`config.mk`:
```
export PLATFORM = sky130hd
export DESIGN_NAME = cisc_instruction_decoder
export DESIGN_NICKNAME = d
export VERILOG_FILES = /design/src/verilog/idec_pkg.sv /design/src/verilog/cisc_instruction_decoder.sv
export SDC_FILE = /design/constraint.sdc
export NUM_CORES = 1
export LEC_CHECK = 0
export BUFFER_PORTS_ARGS = -buffer_cell sky130_fd_sc_hd__buf_2
export CORE_UTILIZATION = 30
export CTS_BUF_LIST = sky130_fd_sc_hd__clkbuf_8 sky130_fd_sc_hd__clkbuf_16
export DETAILED_ROUTE_END_ITERATION = 8
export PLACE_DENSITY = 0.56
export SLEW_MARGIN = 5
export SYNTH_ARGS = -nofsm -noshare
export SYNTH_HDL_FRONTEND = slang
export SYNTH_SLANG_ARGS = --single-unit
export TNS_END_PERCENT = 100
```
`constraint.sdc`:
```
create_clock -name mclk -period 3.6 [get_ports mclk]
set_clock_uncertainty 0.2 [all_clocks]
set_input_delay 0.36 -clock mclk [delete_from_list [all_inputs] [get_ports mclk]]
set_output_delay 0.36 -clock mclk [all_outputs]
set_load 0.01 [all_outputs]
```
`src/verilog/idec_pkg.sv`:
```
// Opcode constants, decode classes and timing figures for the instruction decoder
package idec_pkg;

  // Clock and machine-cycle timing
  localparam int CLK_PERIOD_NS = 5;
  localparam int CLKS_PER_MCYC = 2;
  localparam logic [2:0] MCYC_ONE = 3'h1;
  localparam logic [2:0] MCYC_TWO = 3'h2;
  localparam logic [2:0] MCYC_FOUR = 3'h4;
  localparam logic [1:0] LEN_ONE = 2'h1;
  localparam logic [1:0] LEN_TWO = 2'h2;
  localparam logic [1:0] LEN_THREE = 2'h3;

  // Single opcodes
  localparam logic [7:0] OP_NOP = 8'h00;
  localparam logic [7:0] OP_LJMP = 8'h02;
  localparam logic [7:0] OP_RR = 8'h03;
  localparam logic [7:0] OP_JBC = 8'h10;
  localparam logic [7:0] OP_LCALL = 8'h12;
  localparam logic [7:0] OP_RRC = 8'h13;
  localparam logic [7:0] OP_JB = 8'h20;
  localparam logic [7:0] OP_RET = 8'h22;
  localparam logic [7:0] OP_RL = 8'h23;
  localparam logic [7:0] OP_JNB = 8'h30;
  localparam logic [7:0] OP_RETI = 8'h32;
  localparam logic [7:0] OP_RLC = 8'h33;
  localparam logic [7:0] OP_JC = 8'h40;
  localparam logic [7:0] OP_JNC = 8'h50;
  localparam logic [7:0] OP_JZ = 8'h60;
  localparam logic [7:0] OP_JNZ = 8'h70;
  localparam logic [7:0] OP_ORL_C_BIT = 8'h72;
  localparam logic [7:0] OP_JMP_IND = 8'h73;
  localparam logic [7:0] OP_MOV_A_IMM = 8'h74;
  localparam logic [7:0] OP_MOV_D_IMM = 8'h75;
  localparam logic [7:0] OP_SJMP = 8'h80;
  localparam logic [7:0] OP_ANL_C_BIT = 8'h82;
  localparam logic [7:0] OP_CODE_PC = 8'h83;
  localparam logic [7:0] OP_DIV = 8'h84;
  localparam logic [7:0] OP_MOV_D_D = 8'h85;
  localparam logic [7:0] OP_LOAD_DP = 8'h90;
  localparam logic [7:0] OP_MOV_BIT_C = 8'h92;
  localparam logic [7:0] OP_CODE_DP = 8'h93;
  localparam logic [7:0] OP_ORL_C_NBIT = 8'hA0;
  localparam logic [7:0] OP_MOV_C_BIT = 8'hA2;
  localparam logic [7:0] OP_INC_DP = 8'hA3;
  localparam logic [7:0] OP_MUL = 8'hA4;
  localparam logic [7:0] OP_EXT = 8'hA5;
  localparam logic [7:0] OP_ANL_C_NBIT = 8'hB0;
  localparam logic [7:0] OP_CPL_BIT = 8'hB2;
  localparam logic [7:0] OP_CPL_C = 8'hB3;
  localparam logic [7:0] OP_CJNE_IMM = 8'hB4;
  localparam logic [7:0] OP_CJNE_DIR = 8'hB5;
  localparam logic [7:0] OP_PUSH = 8'hC0;
  localparam logic [7:0] OP_CLR_BIT = 8'hC2;
  localparam logic [7:0] OP_CLR_C = 8'hC3;
  localparam logic [7:0] OP_SWAP = 8'hC4;
  localparam logic [7:0] OP_POP = 8'hD0;
  localparam logic [7:0] OP_SET_BIT = 8'hD2;
  localparam logic [7:0] OP_SET_C = 8'hD3;
  localparam logic [7:0] OP_DAA = 8'hD4;
  localparam logic [7:0] OP_DJNZ_DIR = 8'hD5;
  localparam logic [7:0] OP_XRD_DP = 8'hE0;
  localparam logic [7:0] OP_CLR_A = 8'hE4;
  localparam logic [7:0] OP_XWR_DP = 8'hF0;
  localparam logic [7:0] OP_CPL_A = 8'hF4;

  // Absolute jump/call low five bits
  localparam logic [4:0] AJMP_LO5 = 5'h01;
  localparam logic [4:0] ACALL_LO5 = 5'h11;

  // Extended opcode select codes (upper nibble of the select field)
  localparam logic [3:0] EXT_SEL_STORE = 4'h0;

  // Operation classes driven to the datapath
  typedef enum logic [3:0] {
    OPC_NOP, OPC_ALU, OPC_UNARY, OPC_MULDIV, OPC_MOVE, OPC_CODE_RD, OPC_EXT_RD,
    OPC_EXT_WR, OPC_STACK, OPC_BIT, OPC_JUMP, OPC_CALL, OPC_RETURN, OPC_REL_BR,
    OPC_PSTORE, OPC_BREAK
  } op_class_t;

  typedef enum {ST_OPCODE, ST_OPERAND, ST_EXEC} dec_state_t;

endpackage

```
`src/verilog/cisc_instruction_decoder.sv`:
```
// Instruction fetch, length and machine-cycle timing decode for the 8-bit core
//
// Behaviour
// - Instruction length is one to three bytes
// - Execution takes one, two or four machine cycles
// - One machine cycle equals two clocks
// - Low opcode bits select bank or pointer register
// - Absolute jump/call: low five bits, address top
// - Add, addc, subb groups take one cycle
// - Inc/dec one cycle; data pointer inc two
// - Multiply and divide four cycles, adjust one
// - Logic immediate-to-direct three bytes, two cycles
// - Accumulator unary operations one byte, one cycle
// - Internal moves follow documented length and timing
// - Data pointer immediate load three bytes, two
// - Code reads use accumulator plus pointer or PC
// - External transfers use 8 or 16-bit address
// - Push/pop two cycles; exchanges one cycle
// - Carry and bit operations decode with timing
// - Long jump/call three bytes; branches two cycles
// - Relative branches decode; bit-clear form clears bit
// - Indirect jump targets accumulator plus data pointer
// - Compare-and-branch forms are three bytes
// - Decrement-and-branch register two, direct three bytes
// - Extended opcode: program store or software break
// - No-operation changes nothing, one byte, one cycle
`timescale 1ns/1ps
module cisc_instruction_decoder
  import idec_pkg::*;
(
  // Clock and reset
  input wire logic mclk,
  input wire logic rstn,
  // Program memory fetch
  output logic [15:0] pmem_addr,
  output logic pmem_rd,
  input wire logic [7:0] pmem_data,
  input wire logic pmem_valid,
  // Extended opcode select field
  input wire logic [7:0] extended_opcode_select,
  // Decoded instruction to datapath, held through execution
  output logic [7:0] dec_opcode_q,
  output logic [7:0] dec_op1_q,
  output logic [7:0] dec_op2_q,
  output op_class_t dec_class_q,
  output logic [1:0] dec_len_q,
  output logic [2:0] dec_mcycles_q,
  output logic [2:0] bank_register_q,
  output logic indirect_pointer_register_q,
  output logic [15:0] abs_target_q,
  output logic [15:0] next_pc_q,
  output logic dec_clr_bit_q,
  output logic ext_addr16_q,
  output logic exec_valid,
  output logic instr_done
);

  // Length and cycle decode, shared by the fetch and latch paths
  function automatic logic [4:0] len_cyc(input logic [7:0] op, input logic [3:0] esel);
    logic [1:0] l;
    logic [2:0] c;
    l = LEN_ONE;
    c = MCYC_ONE;
    if (op[4:0] == AJMP_LO5 || op[4:0] == ACALL_LO5)
    begin
      l = LEN_TWO;
      c = MCYC_TWO;
    end
    else
    begin
      case (op)
        OP_NOP, OP_RR, OP_RRC, OP_RL, OP_RLC, OP_CLR_A, OP_CPL_A, OP_SWAP, OP_DAA,
        OP_CLR_C, OP_SET_C, OP_CPL_C:
          c = MCYC_ONE;
        OP_LJMP, OP_LCALL:
        begin
          l = LEN_THREE;
          c = MCYC_TWO;
        end
        OP_RET, OP_RETI, OP_JMP_IND, OP_INC_DP, OP_CODE_DP, OP_CODE_PC, OP_XRD_DP, OP_XWR_DP:
          c = MCYC_TWO;
        OP_MUL, OP_DIV:
          c = MCYC_FOUR;
        OP_SJMP, OP_JC, OP_JNC, OP_JZ, OP_JNZ, OP_PUSH, OP_POP, OP_ANL_C_BIT,
        OP_ANL_C_NBIT, OP_ORL_C_BIT, OP_ORL_C_NBIT, OP_MOV_BIT_C:
        begin
          l = LEN_TWO;
          c = MCYC_TWO;
        end
        OP_MOV_C_BIT, OP_CLR_BIT, OP_SET_BIT, OP_CPL_BIT, OP_MOV_A_IMM:
          l = LEN_TWO;
        OP_JB, OP_JNB, OP_JBC, OP_CJNE_IMM, OP_CJNE_DIR, OP_DJNZ_DIR, OP_MOV_D_D,
        OP_MOV_D_IMM, OP_LOAD_DP:
        begin
          l = LEN_THREE;
          c = MCYC_TWO;
        end
        OP_EXT:
          c = (esel == EXT_SEL_STORE) ? MCYC_TWO : MCYC_ONE;
        default:
        begin
          // Regular low-nibble forms: 2/3 imm, 4 imm, 5 dir, 6-7 @Ri, 8-F Rn
          case (op[7:4])
            4'h0, 4'h1, 4'h2, 4'h3, 4'h4, 4'h5, 4'h6, 4'h9, 4'hC, 4'hD, 4'hE, 4'hF:
            begin
              // Arithmetic, logic, inc/dec, exchange, accumulator moves
              if (op[7:5] == 3'h7 && op[3:1] == 3'h1) c = MCYC_TWO; // Pointer I/O
              else if (op[7:5] == 3'h0 && op[3:0] == 4'h4) l = LEN_ONE; // No operand
              else if (op[3:0] == 4'h2) l = LEN_TWO;
              else if (op[3:0] == 4'h3) {l, c} = {LEN_THREE, MCYC_TWO};
              else if (op[3:0] == 4'h4 || op[3:0] == 4'h5) l = LEN_TWO;
              if (op[7:4] == 4'hD && op[3]) {l, c} = {LEN_TWO, MCYC_TWO};
            end
            4'hB:
              {l, c} = {LEN_THREE, MCYC_TWO};
            4'h7:
              l = LEN_TWO; // Immediate to register/indirect, one cycle
            4'h8, 4'hA:
              {l, c} = {LEN_TWO, MCYC_TWO};
            default:
              l = LEN_ONE;
          endcase
        end
      endcase
    end
    return {l, c};
  endfunction

  // Operation class decode
  function automatic op_class_t classify(input logic [7:0] op, input logic [3:0] esel);
    op_class_t k;
    k = OPC_ALU;
    if (op[4:0] == AJMP_LO5) k = OPC_JUMP;
    else if (op[4:0] == ACALL_LO5) k = OPC_CALL;
    else
    begin
      case (op)
        OP_NOP: k = OPC_NOP;
        OP_LJMP, OP_JMP_IND: k = OPC_JUMP;
        OP_LCALL: k = OPC_CALL;
        OP_RET, OP_RETI: k = OPC_RETURN;
        OP_RR, OP_RRC, OP_RL, OP_RLC, OP_CLR_A, OP_CPL_A, OP_SWAP, OP_DAA: k = OPC_UNARY;
        OP_MUL, OP_DIV: k = OPC_MULDIV;
        OP_CODE_DP, OP_CODE_PC: k = OPC_CODE_RD;
        OP_XRD_DP, 8'hE2, 8'hE3: k = OPC_EXT_RD;
        OP_XWR_DP, 8'hF2, 8'hF3: k = OPC_EXT_WR;
        OP_PUSH, OP_POP: k = OPC_STACK;
        OP_SJMP, OP_JC, OP_JNC, OP_JZ, OP_JNZ, OP_JB, OP_JNB, OP_JBC, OP_CJNE_IMM,
        OP_CJNE_DIR, OP_DJNZ_DIR: k = OPC_REL_BR;
        OP_ANL_C_BIT, OP_ANL_C_NBIT, OP_ORL_C_BIT, OP_ORL_C_NBIT, OP_MOV_BIT_C, OP_MOV_C_BIT,
        OP_CLR_BIT, OP_SET_BIT, OP_CPL_BIT, OP_CLR_C, OP_SET_C, OP_CPL_C: k = OPC_BIT;
        OP_EXT: k = (esel == EXT_SEL_STORE) ? OPC_PSTORE : OPC_BREAK;
        OP_MOV_D_D, OP_MOV_D_IMM, OP_LOAD_DP, OP_MOV_A_IMM: k = OPC_MOVE;
        default:
        begin
          if (op[7:4] == 4'hB || (op[7:4] == 4'hD && op[3])) k = OPC_REL_BR;
          else if (op[7:4] >= 4'h7 && op[7:4] != 4'h9) k = OPC_MOVE;
          else k = OPC_ALU;
        end
      endcase
    end
    return k;
  endfunction

  // Fetch and execution state
  dec_state_t state_q, state_d;
  logic [15:0] pc_q, pc_d;
  logic [1:0] got_q, got_d;
  logic [3:0] clk_cnt_q, clk_cnt_d;
  logic [7:0] op_q, op_d, op1_q, op1_d, op2_q, op2_d;
  logic [4:0] lc_now, lc_hold, lc_start;

  assign lc_now = len_cyc(pmem_data, extended_opcode_select[7:4]);
  assign lc_hold = len_cyc(op_q, extended_opcode_select[7:4]);
  assign lc_start = len_cyc(op_d, extended_opcode_select[7:4]);
  assign pmem_addr = pc_q;
  assign pmem_rd = (state_q != ST_EXEC);
  assign exec_valid = (state_q == ST_EXEC);
  assign instr_done = exec_valid && (clk_cnt_q == 4'h1);

  // Next-state: fetch bytes at consecutive addresses, then count 2 clocks per cycle
  always_comb
  begin
    state_d = state_q;
    pc_d = pc_q;
    got_d = got_q;
    clk_cnt_d = clk_cnt_q;
    op_d = op_q;
    op1_d = op1_q;
    op2_d = op2_q;
    case (state_q)
      ST_OPCODE:
        if (pmem_valid)
        begin
          op_d = pmem_data;
          pc_d = pc_q + 16'h0001;
          got_d = LEN_ONE;
          op1_d = 8'h00;
          op2_d = 8'h00;
          if (lc_now[4:3] == LEN_ONE)
          begin
            state_d = ST_EXEC;
            clk_cnt_d = 4'(lc_now[2:0] * CLKS_PER_MCYC);
          end
          else state_d = ST_OPERAND;
        end
      ST_OPERAND:
        if (pmem_valid)
        begin
          pc_d = pc_q + 16'h0001;
          got_d = got_q + 2'h1;
          if (got_q == LEN_ONE) op1_d = pmem_data;
          else op2_d = pmem_data;
          if (got_q + 2'h1 == lc_hold[4:3])
          begin
            state_d = ST_EXEC;
            clk_cnt_d = 4'(lc_hold[2:0] * CLKS_PER_MCYC);
          end
        end
      ST_EXEC:
      begin
        clk_cnt_d = clk_cnt_q - 4'h1;
        if (clk_cnt_q == 4'h1) state_d = ST_OPCODE;
      end
      default:
        state_d = ST_OPCODE;
    endcase
  end

  always_ff @(posedge mclk)
  begin
    if (!rstn)
    begin
      state_q <= ST_OPCODE;
      pc_q <= 16'h0000;
      got_q <= 2'h0;
      clk_cnt_q <= 4'h0;
      op_q <= 8'h00;
      op1_q <= 8'h00;
      op2_q <= 8'h00;
    end
    else
    begin
      state_q <= state_d;
      pc_q <= pc_d;
      got_q <= got_d;
      clk_cnt_q <= clk_cnt_d;
      op_q <= op_d;
      op1_q <= op1_d;
      op2_q <= op2_d;
    end
  end

  // Decoded outputs registered when execution starts; held until done
  always_ff @(posedge mclk)
  begin
    if (!rstn)
    begin
      dec_opcode_q <= 8'h00;
      dec_op1_q <= 8'h00;
      dec_op2_q <= 8'h00;
      dec_class_q <= OPC_NOP;
      dec_len_q <= 2'h0;
      dec_mcycles_q <= 3'h0;
      bank_register_q <= 3'h0;
      indirect_pointer_register_q <= 1'b0;
      abs_target_q <= 16'h0000;
      next_pc_q <= 16'h0000;
      dec_clr_bit_q <= 1'b0;
      ext_addr16_q <= 1'b0;
    end
    else if (state_q != ST_EXEC && state_d == ST_EXEC)
    begin
      dec_opcode_q <= op_d;
      dec_op1_q <= op1_d;
      dec_op2_q <= op2_d;
      dec_class_q <= classify(op_d, extended_opcode_select[7:4]);
      dec_len_q <= lc_start[4:3];
      dec_mcycles_q <= lc_start[2:0];
      bank_register_q <= op_d[2:0];
      indirect_pointer_register_q <= op_d[0];
      // Absolute target within the page of the following instruction
      abs_target_q <= {pc_d[15:11], op_d[7:5], op1_d};
      next_pc_q <= pc_d;
      dec_clr_bit_q <= (op_d == OP_JBC);
      ext_addr16_q <= (op_d == OP_XRD_DP || op_d == OP_XWR_DP);
    end
  end

  // Execution length ties to the decoded cycle count
  property p_exec_len;
    @(posedge mclk) disable iff (!rstn)
    $rose(exec_valid) |-> (clk_cnt_q == 4'(dec_mcycles_q * CLKS_PER_MCYC));
  endproperty
  a_exec_len: assert property (p_exec_len) else $error("bad exec length");
  property p_mul_four;
    @(posedge mclk) disable iff (!rstn)
    ($rose(exec_valid) && dec_opcode_q == OP_MUL) |-> exec_valid [*8] ##1 !exec_valid;
  endproperty
  a_mul_four: assert property (p_mul_four) else $error("multiply not 8 clocks");
  property p_nop_one;
    @(posedge mclk) disable iff (!rstn)
    ($rose(exec_valid) && dec_opcode_q == OP_NOP) |-> ##1 instr_done ##1 !exec_valid;
  endproperty
  a_nop_one: assert property (p_nop_one) else $error("nop not 2 clocks");
  property p_ljmp_len;
    @(posedge mclk) disable iff (!rstn)
    ($rose(exec_valid) && dec_opcode_q == OP_LJMP) |-> dec_len_q == LEN_THREE
      && next_pc_q == pmem_addr && dec_mcycles_q == MCYC_TWO;
  endproperty
  a_ljmp_len: assert property (p_ljmp_len) else $error("long jump decode");
  property p_bank;
    @(posedge mclk) disable iff (!rstn)
    $rose(exec_valid) |-> bank_register_q == dec_opcode_q[2:0];
  endproperty
  a_bank: assert property (p_bank) else $error("bank select wrong");
  property p_pc_adv;
    @(posedge mclk) disable iff (!rstn)
    (pmem_rd && pmem_valid) |=> pmem_addr == $past(pmem_addr) + 16'h0001;
  endproperty
  a_pc_adv: assert property (p_pc_adv) else $error("pc not advanced");
  property p_abs;
    @(posedge mclk) disable iff (!rstn)
    ($rose(exec_valid) && dec_opcode_q[4:0] == AJMP_LO5) |->
      abs_target_q[10:8] == dec_opcode_q[7:5] && dec_len_q == LEN_TWO;
  endproperty
  a_abs: assert property (p_abs) else $error("absolute target wrong");
  property p_anl_imm;
    @(posedge mclk) disable iff (!rstn)
    ($rose(exec_valid) && dec_opcode_q == 8'h53) |-> dec_len_q == LEN_THREE
      && dec_mcycles_q == MCYC_TWO;
  endproperty
  a_anl_imm: assert property (p_anl_imm) else $error("logic imm direct wrong");

endmodule

```
==> impl_metrics.json <==
{
  "dr.first_iter.drc_count": 547,
  "fillCellCount": 2487,
  "slew_violations": 0,
  "cts_tree": "yes",
  "synth_edf_count": 0,
  "synth.area.top_cells": "dfxtp_1 35%, mux2i_1 7.1%, nor2_1 5.3%",
  "worstHoldPathType": "in2reg",
  "final.period_utilization_pct": 94.74,
  "die_area_um2": 24960,
  "whs_ns": 0.06200,
  "post-synth-top-area-cell": "dfxtp_1",
  "ys_types": 89,
  "area_delta_synth_final_pct": 30.11,
  "io_buffers": 104,
  "gp_congestion": 0.9327,
  "hold_violations": 0,
  "power_uw": 3297,
  "final_cell_mix": "125 x dfxtp_1, 104 x nor2_1, 104 x buf_2",
  "synthFlopType": "dfxtp_1",
  "grt_max_degree": 55,
  "cts_root_buf": "clkbuf_16",
  "fin_crit_ns": 3.411,
  "synth_top_area_share_pct": 35.37,
  "die_h_um": 158,
  "clkLatencyLatePin_ns": 0.42,
  "timing.slew.headroom_pct": 42.08,
  "synth_seq_cells": 129,
  "wire_per_inst_um": 16.79,
  "antenna_found_initial": 0,
  "vias_per_cell": 5.053,
  "layout-drive-gt1-share_pct": 25.81,
  "vias": 7054,
  "synth_cells": 884,
  "irDropWorstVdd_uv": 322.6,
  "routed_wirelength_um": 23430,
  "reg2reg_slack_ns": 0.19,
  "synth.avg_cell_area_um2": 8.259,
  "core-area_um2": 23680,
  "ff2ff_path_depth": 13,
  "io_pins": 109,
  "reg2reg_to": "next_pc_q[6]$_SDFFE_PN0P_",
  "fin_nets": 1088,
  "ys_seq_area_share_pct": 35.37,
  "final_cells": 1396,
  "path_clk_slew_ns": 0.06,
  "fp-row-count": 56,
  "cap_violations": 0,
  "synthesis.area_um2": 7301,
  "r2r_start": "op_q[0]$_SDFF_PN0_",
  "report.final.setup_viol": 0,
  "postCtsHoldBufs": 0,
  "clock_path_buffers": 2,
  "arrival_ns": 3.49,
  "diodes": 0,
  "final_common_cell": "dfxtp_1",
  "ys_async_sr_fraction_pct": 0,
  "critPathLaunch": "op_q[0]$_SDFF_PN0_",
  "numCtsBuffers": 17,
  "tns_ns": 0,
  "overflow": 0,
  "drc": 0,
  "start_util_pct": 30.83,
  "hold_depth": 3,
  "htreeDepth": 4,
  "rsz0062_at_grt": "no",
  "hpwl_um": 17430,
  "critPathKind": "reg2reg",
  "cp.required_ns": 3.68,
  "max_freq_mhz": 293.2,
  "max_slew.worst_pin.slew_ns": 0.8630,
  "end_kind": "flip-flop",
  "grt_pass1_vias": 6580,
  "startpoint_type": "flip-flop",
  "crit_fanout": 8,
  "dr.pass1.iters": 5,
  "grtUsageTotal_pct": 19.24,
  "hp-start": "pmem_valid",
  "postRouteAntennaNets": 0,
  "worstHoldEndpoint": "state_q[0]$_SDFF_PN0_",
  "power.density_nw_per_um2": 347.1,
  "yosysWarnings": 0,
  "grt_pass1_wl_um": 36740,
  "cts.sinks": 129,
  "place_inst": 1355,
  "outcome": "finished clean",
  "p_leak_uw": 0.004025,
  "dieWidth_um": 158
}
==> worst max-delay path, stage by stage (launching register included) <==
cell and delay [ns]:
dfxtp_1 0.51, buf_4 0.23, and4bb_1 0.28, mux2i_1 0.11, o32ai_2 0.31, nand3b_2 0.24
a2111oi_4 0.06, buf_4 0.16, nor2b_1 0.14, o41ai_4 0.38, buf_4 0.23, clkbuf_16 0.16
mux2i_1 0.19, nor2_1 0.06
==> logic make-up (layout without fill, tap and decap cells) <==
group | after synthesis | count (layout) | share of synthesized area, %
other | 1 | 30 | 0.05136
DFF | 129 | 129 | 35.37
muxes | 54 | 54 | 7.438
AOI/OAI and AO/OA | 176 | 176 | 18.05
and+or+nand+nor | 392 | 392 | 28.55
buffers and inverters | 107 | 271 | 7.335
adders and majority gates | 4 | 4 | 0.6855
xor gates and xnor gates | 21 | 21 | 2.519
==> state kept, by name (all words and copies together) (netlist names) <==
name,flops
got_q,2
dec_mcycles_q,3
abs_target_q,7
op_q,8
ext_addr16_q,1
clk_cnt_q,4
dec_len_q,2
dec_class_q,4
pmem_addr,16
op2_q,8
next_pc_q,11
dec_clr_bit_q,1
dec_op2_q,8
state_q,32
op1_q,8
dec_op1_q,7
dec_opcode_q,7
==> area by class of cell <==
class	instances	area (um2)	area share, %
Tap cell	319	399.1	4.202
Timing Repair Buffer	217	1524	16.04
Multi-Input combinational cell	677	4320	45.48
Clock buffer	18	439.2	4.623
Clock inverter	13	137.6	1.449
Inverter	23	86.33	0.9089
Sequential cell	129	2592	27.29
==> through the flow <==
step	cell area, um2	util, %	worst slack (ns)
floorplan	7410	-	0.4336
global placement	8778	37.07	-0.01290
detailed placement	8778	37.07	0.009650
CTS	9364	39.54	0.01698
global route	9499	40.11	0.01104
finish	9499	40.11	0.1894
==> report_power, final <==
| part | switching [uW] | internal [uW] |
|---|---|---|
| logic | 106 | 56.5 |
| registers | 5.91 | 1440 |
| clock network | 653 | 1030 |
| total | 765 | 2530 |
==> worst max-delay path by stage <==
| stage | endpoint | slack (ns) |
|---|---|---|
| after floorplan | abs_target_q[11]$_SDFFE_PN0P_ | 0.43 |
| after global placement | dec_mcycles_q[2]$_SDFFE_PN0P_ | -0.01 |
| after detailed placement | dec_op2_q[7]$_SDFFE_PN0P_ | 0.01 |
| after CTS | dec_op2_q[5]$_SDFFE_PN0P_ | 0.02 |
| after global routing | dec_class_q[0]$_SDFFE_PN0P_ | 0.01 |
| final | next_pc_q[6]$_SDFFE_PN0P_ | 0.19 |
==> cell usage after synthesis, types with 4 or more instances <==
master	n
inv_1	21
a211oi_1	8
and3_1	15
xor2_1	10
nor2b_1	12
buf_6	4
or3_1	11
clkbuf_1	41
or2_2	6
nand3_1	22
a22o_1	16
nor2_1	104
a21oi_1	22
nand4bb_1	4
mux2i_1	52
buf_1	6
buf_4	25
o22ai_1	8
o32ai_1	5
o31ai_1	6
o2111ai_1	7
xnor2_1	11
nand4_1	8
o21a_1	4
buf_2	8
ha_1	4
a31oi_1	11
nor4_1	19
o211ai_1	7
nand2b_1	9
nor3_1	28
nor3b_1	5
o21ai_0	30
nand4b_1	4
nand2_1	70
dfxtp_1	129
or4_1	5
and2_1	44
==> repair_timing <==
| action | in CTS | in global routing |
|---|---|---|
| pin swaps | 0 | 6 |
| resized for setup | 2 | 10 |
| endpoints found under the setup margin | 12 | 45 |
| setup buffers | 0 | 10 |
| gates cloned | 0 | 1 |
==> layer usage <==
metal / vias to the layer above / routed length [um] / track usage, %
met5: - / 0 / 0
met4: 0 / 517 / 7.555
met3: 31 / 864 / 3.011
met2: 188 / 10660 / 29.96
met1: 3324 / 11390 / 26.45
li1: 3511 / - / -
No activity file was read; power rests on OpenSTA's default activity.
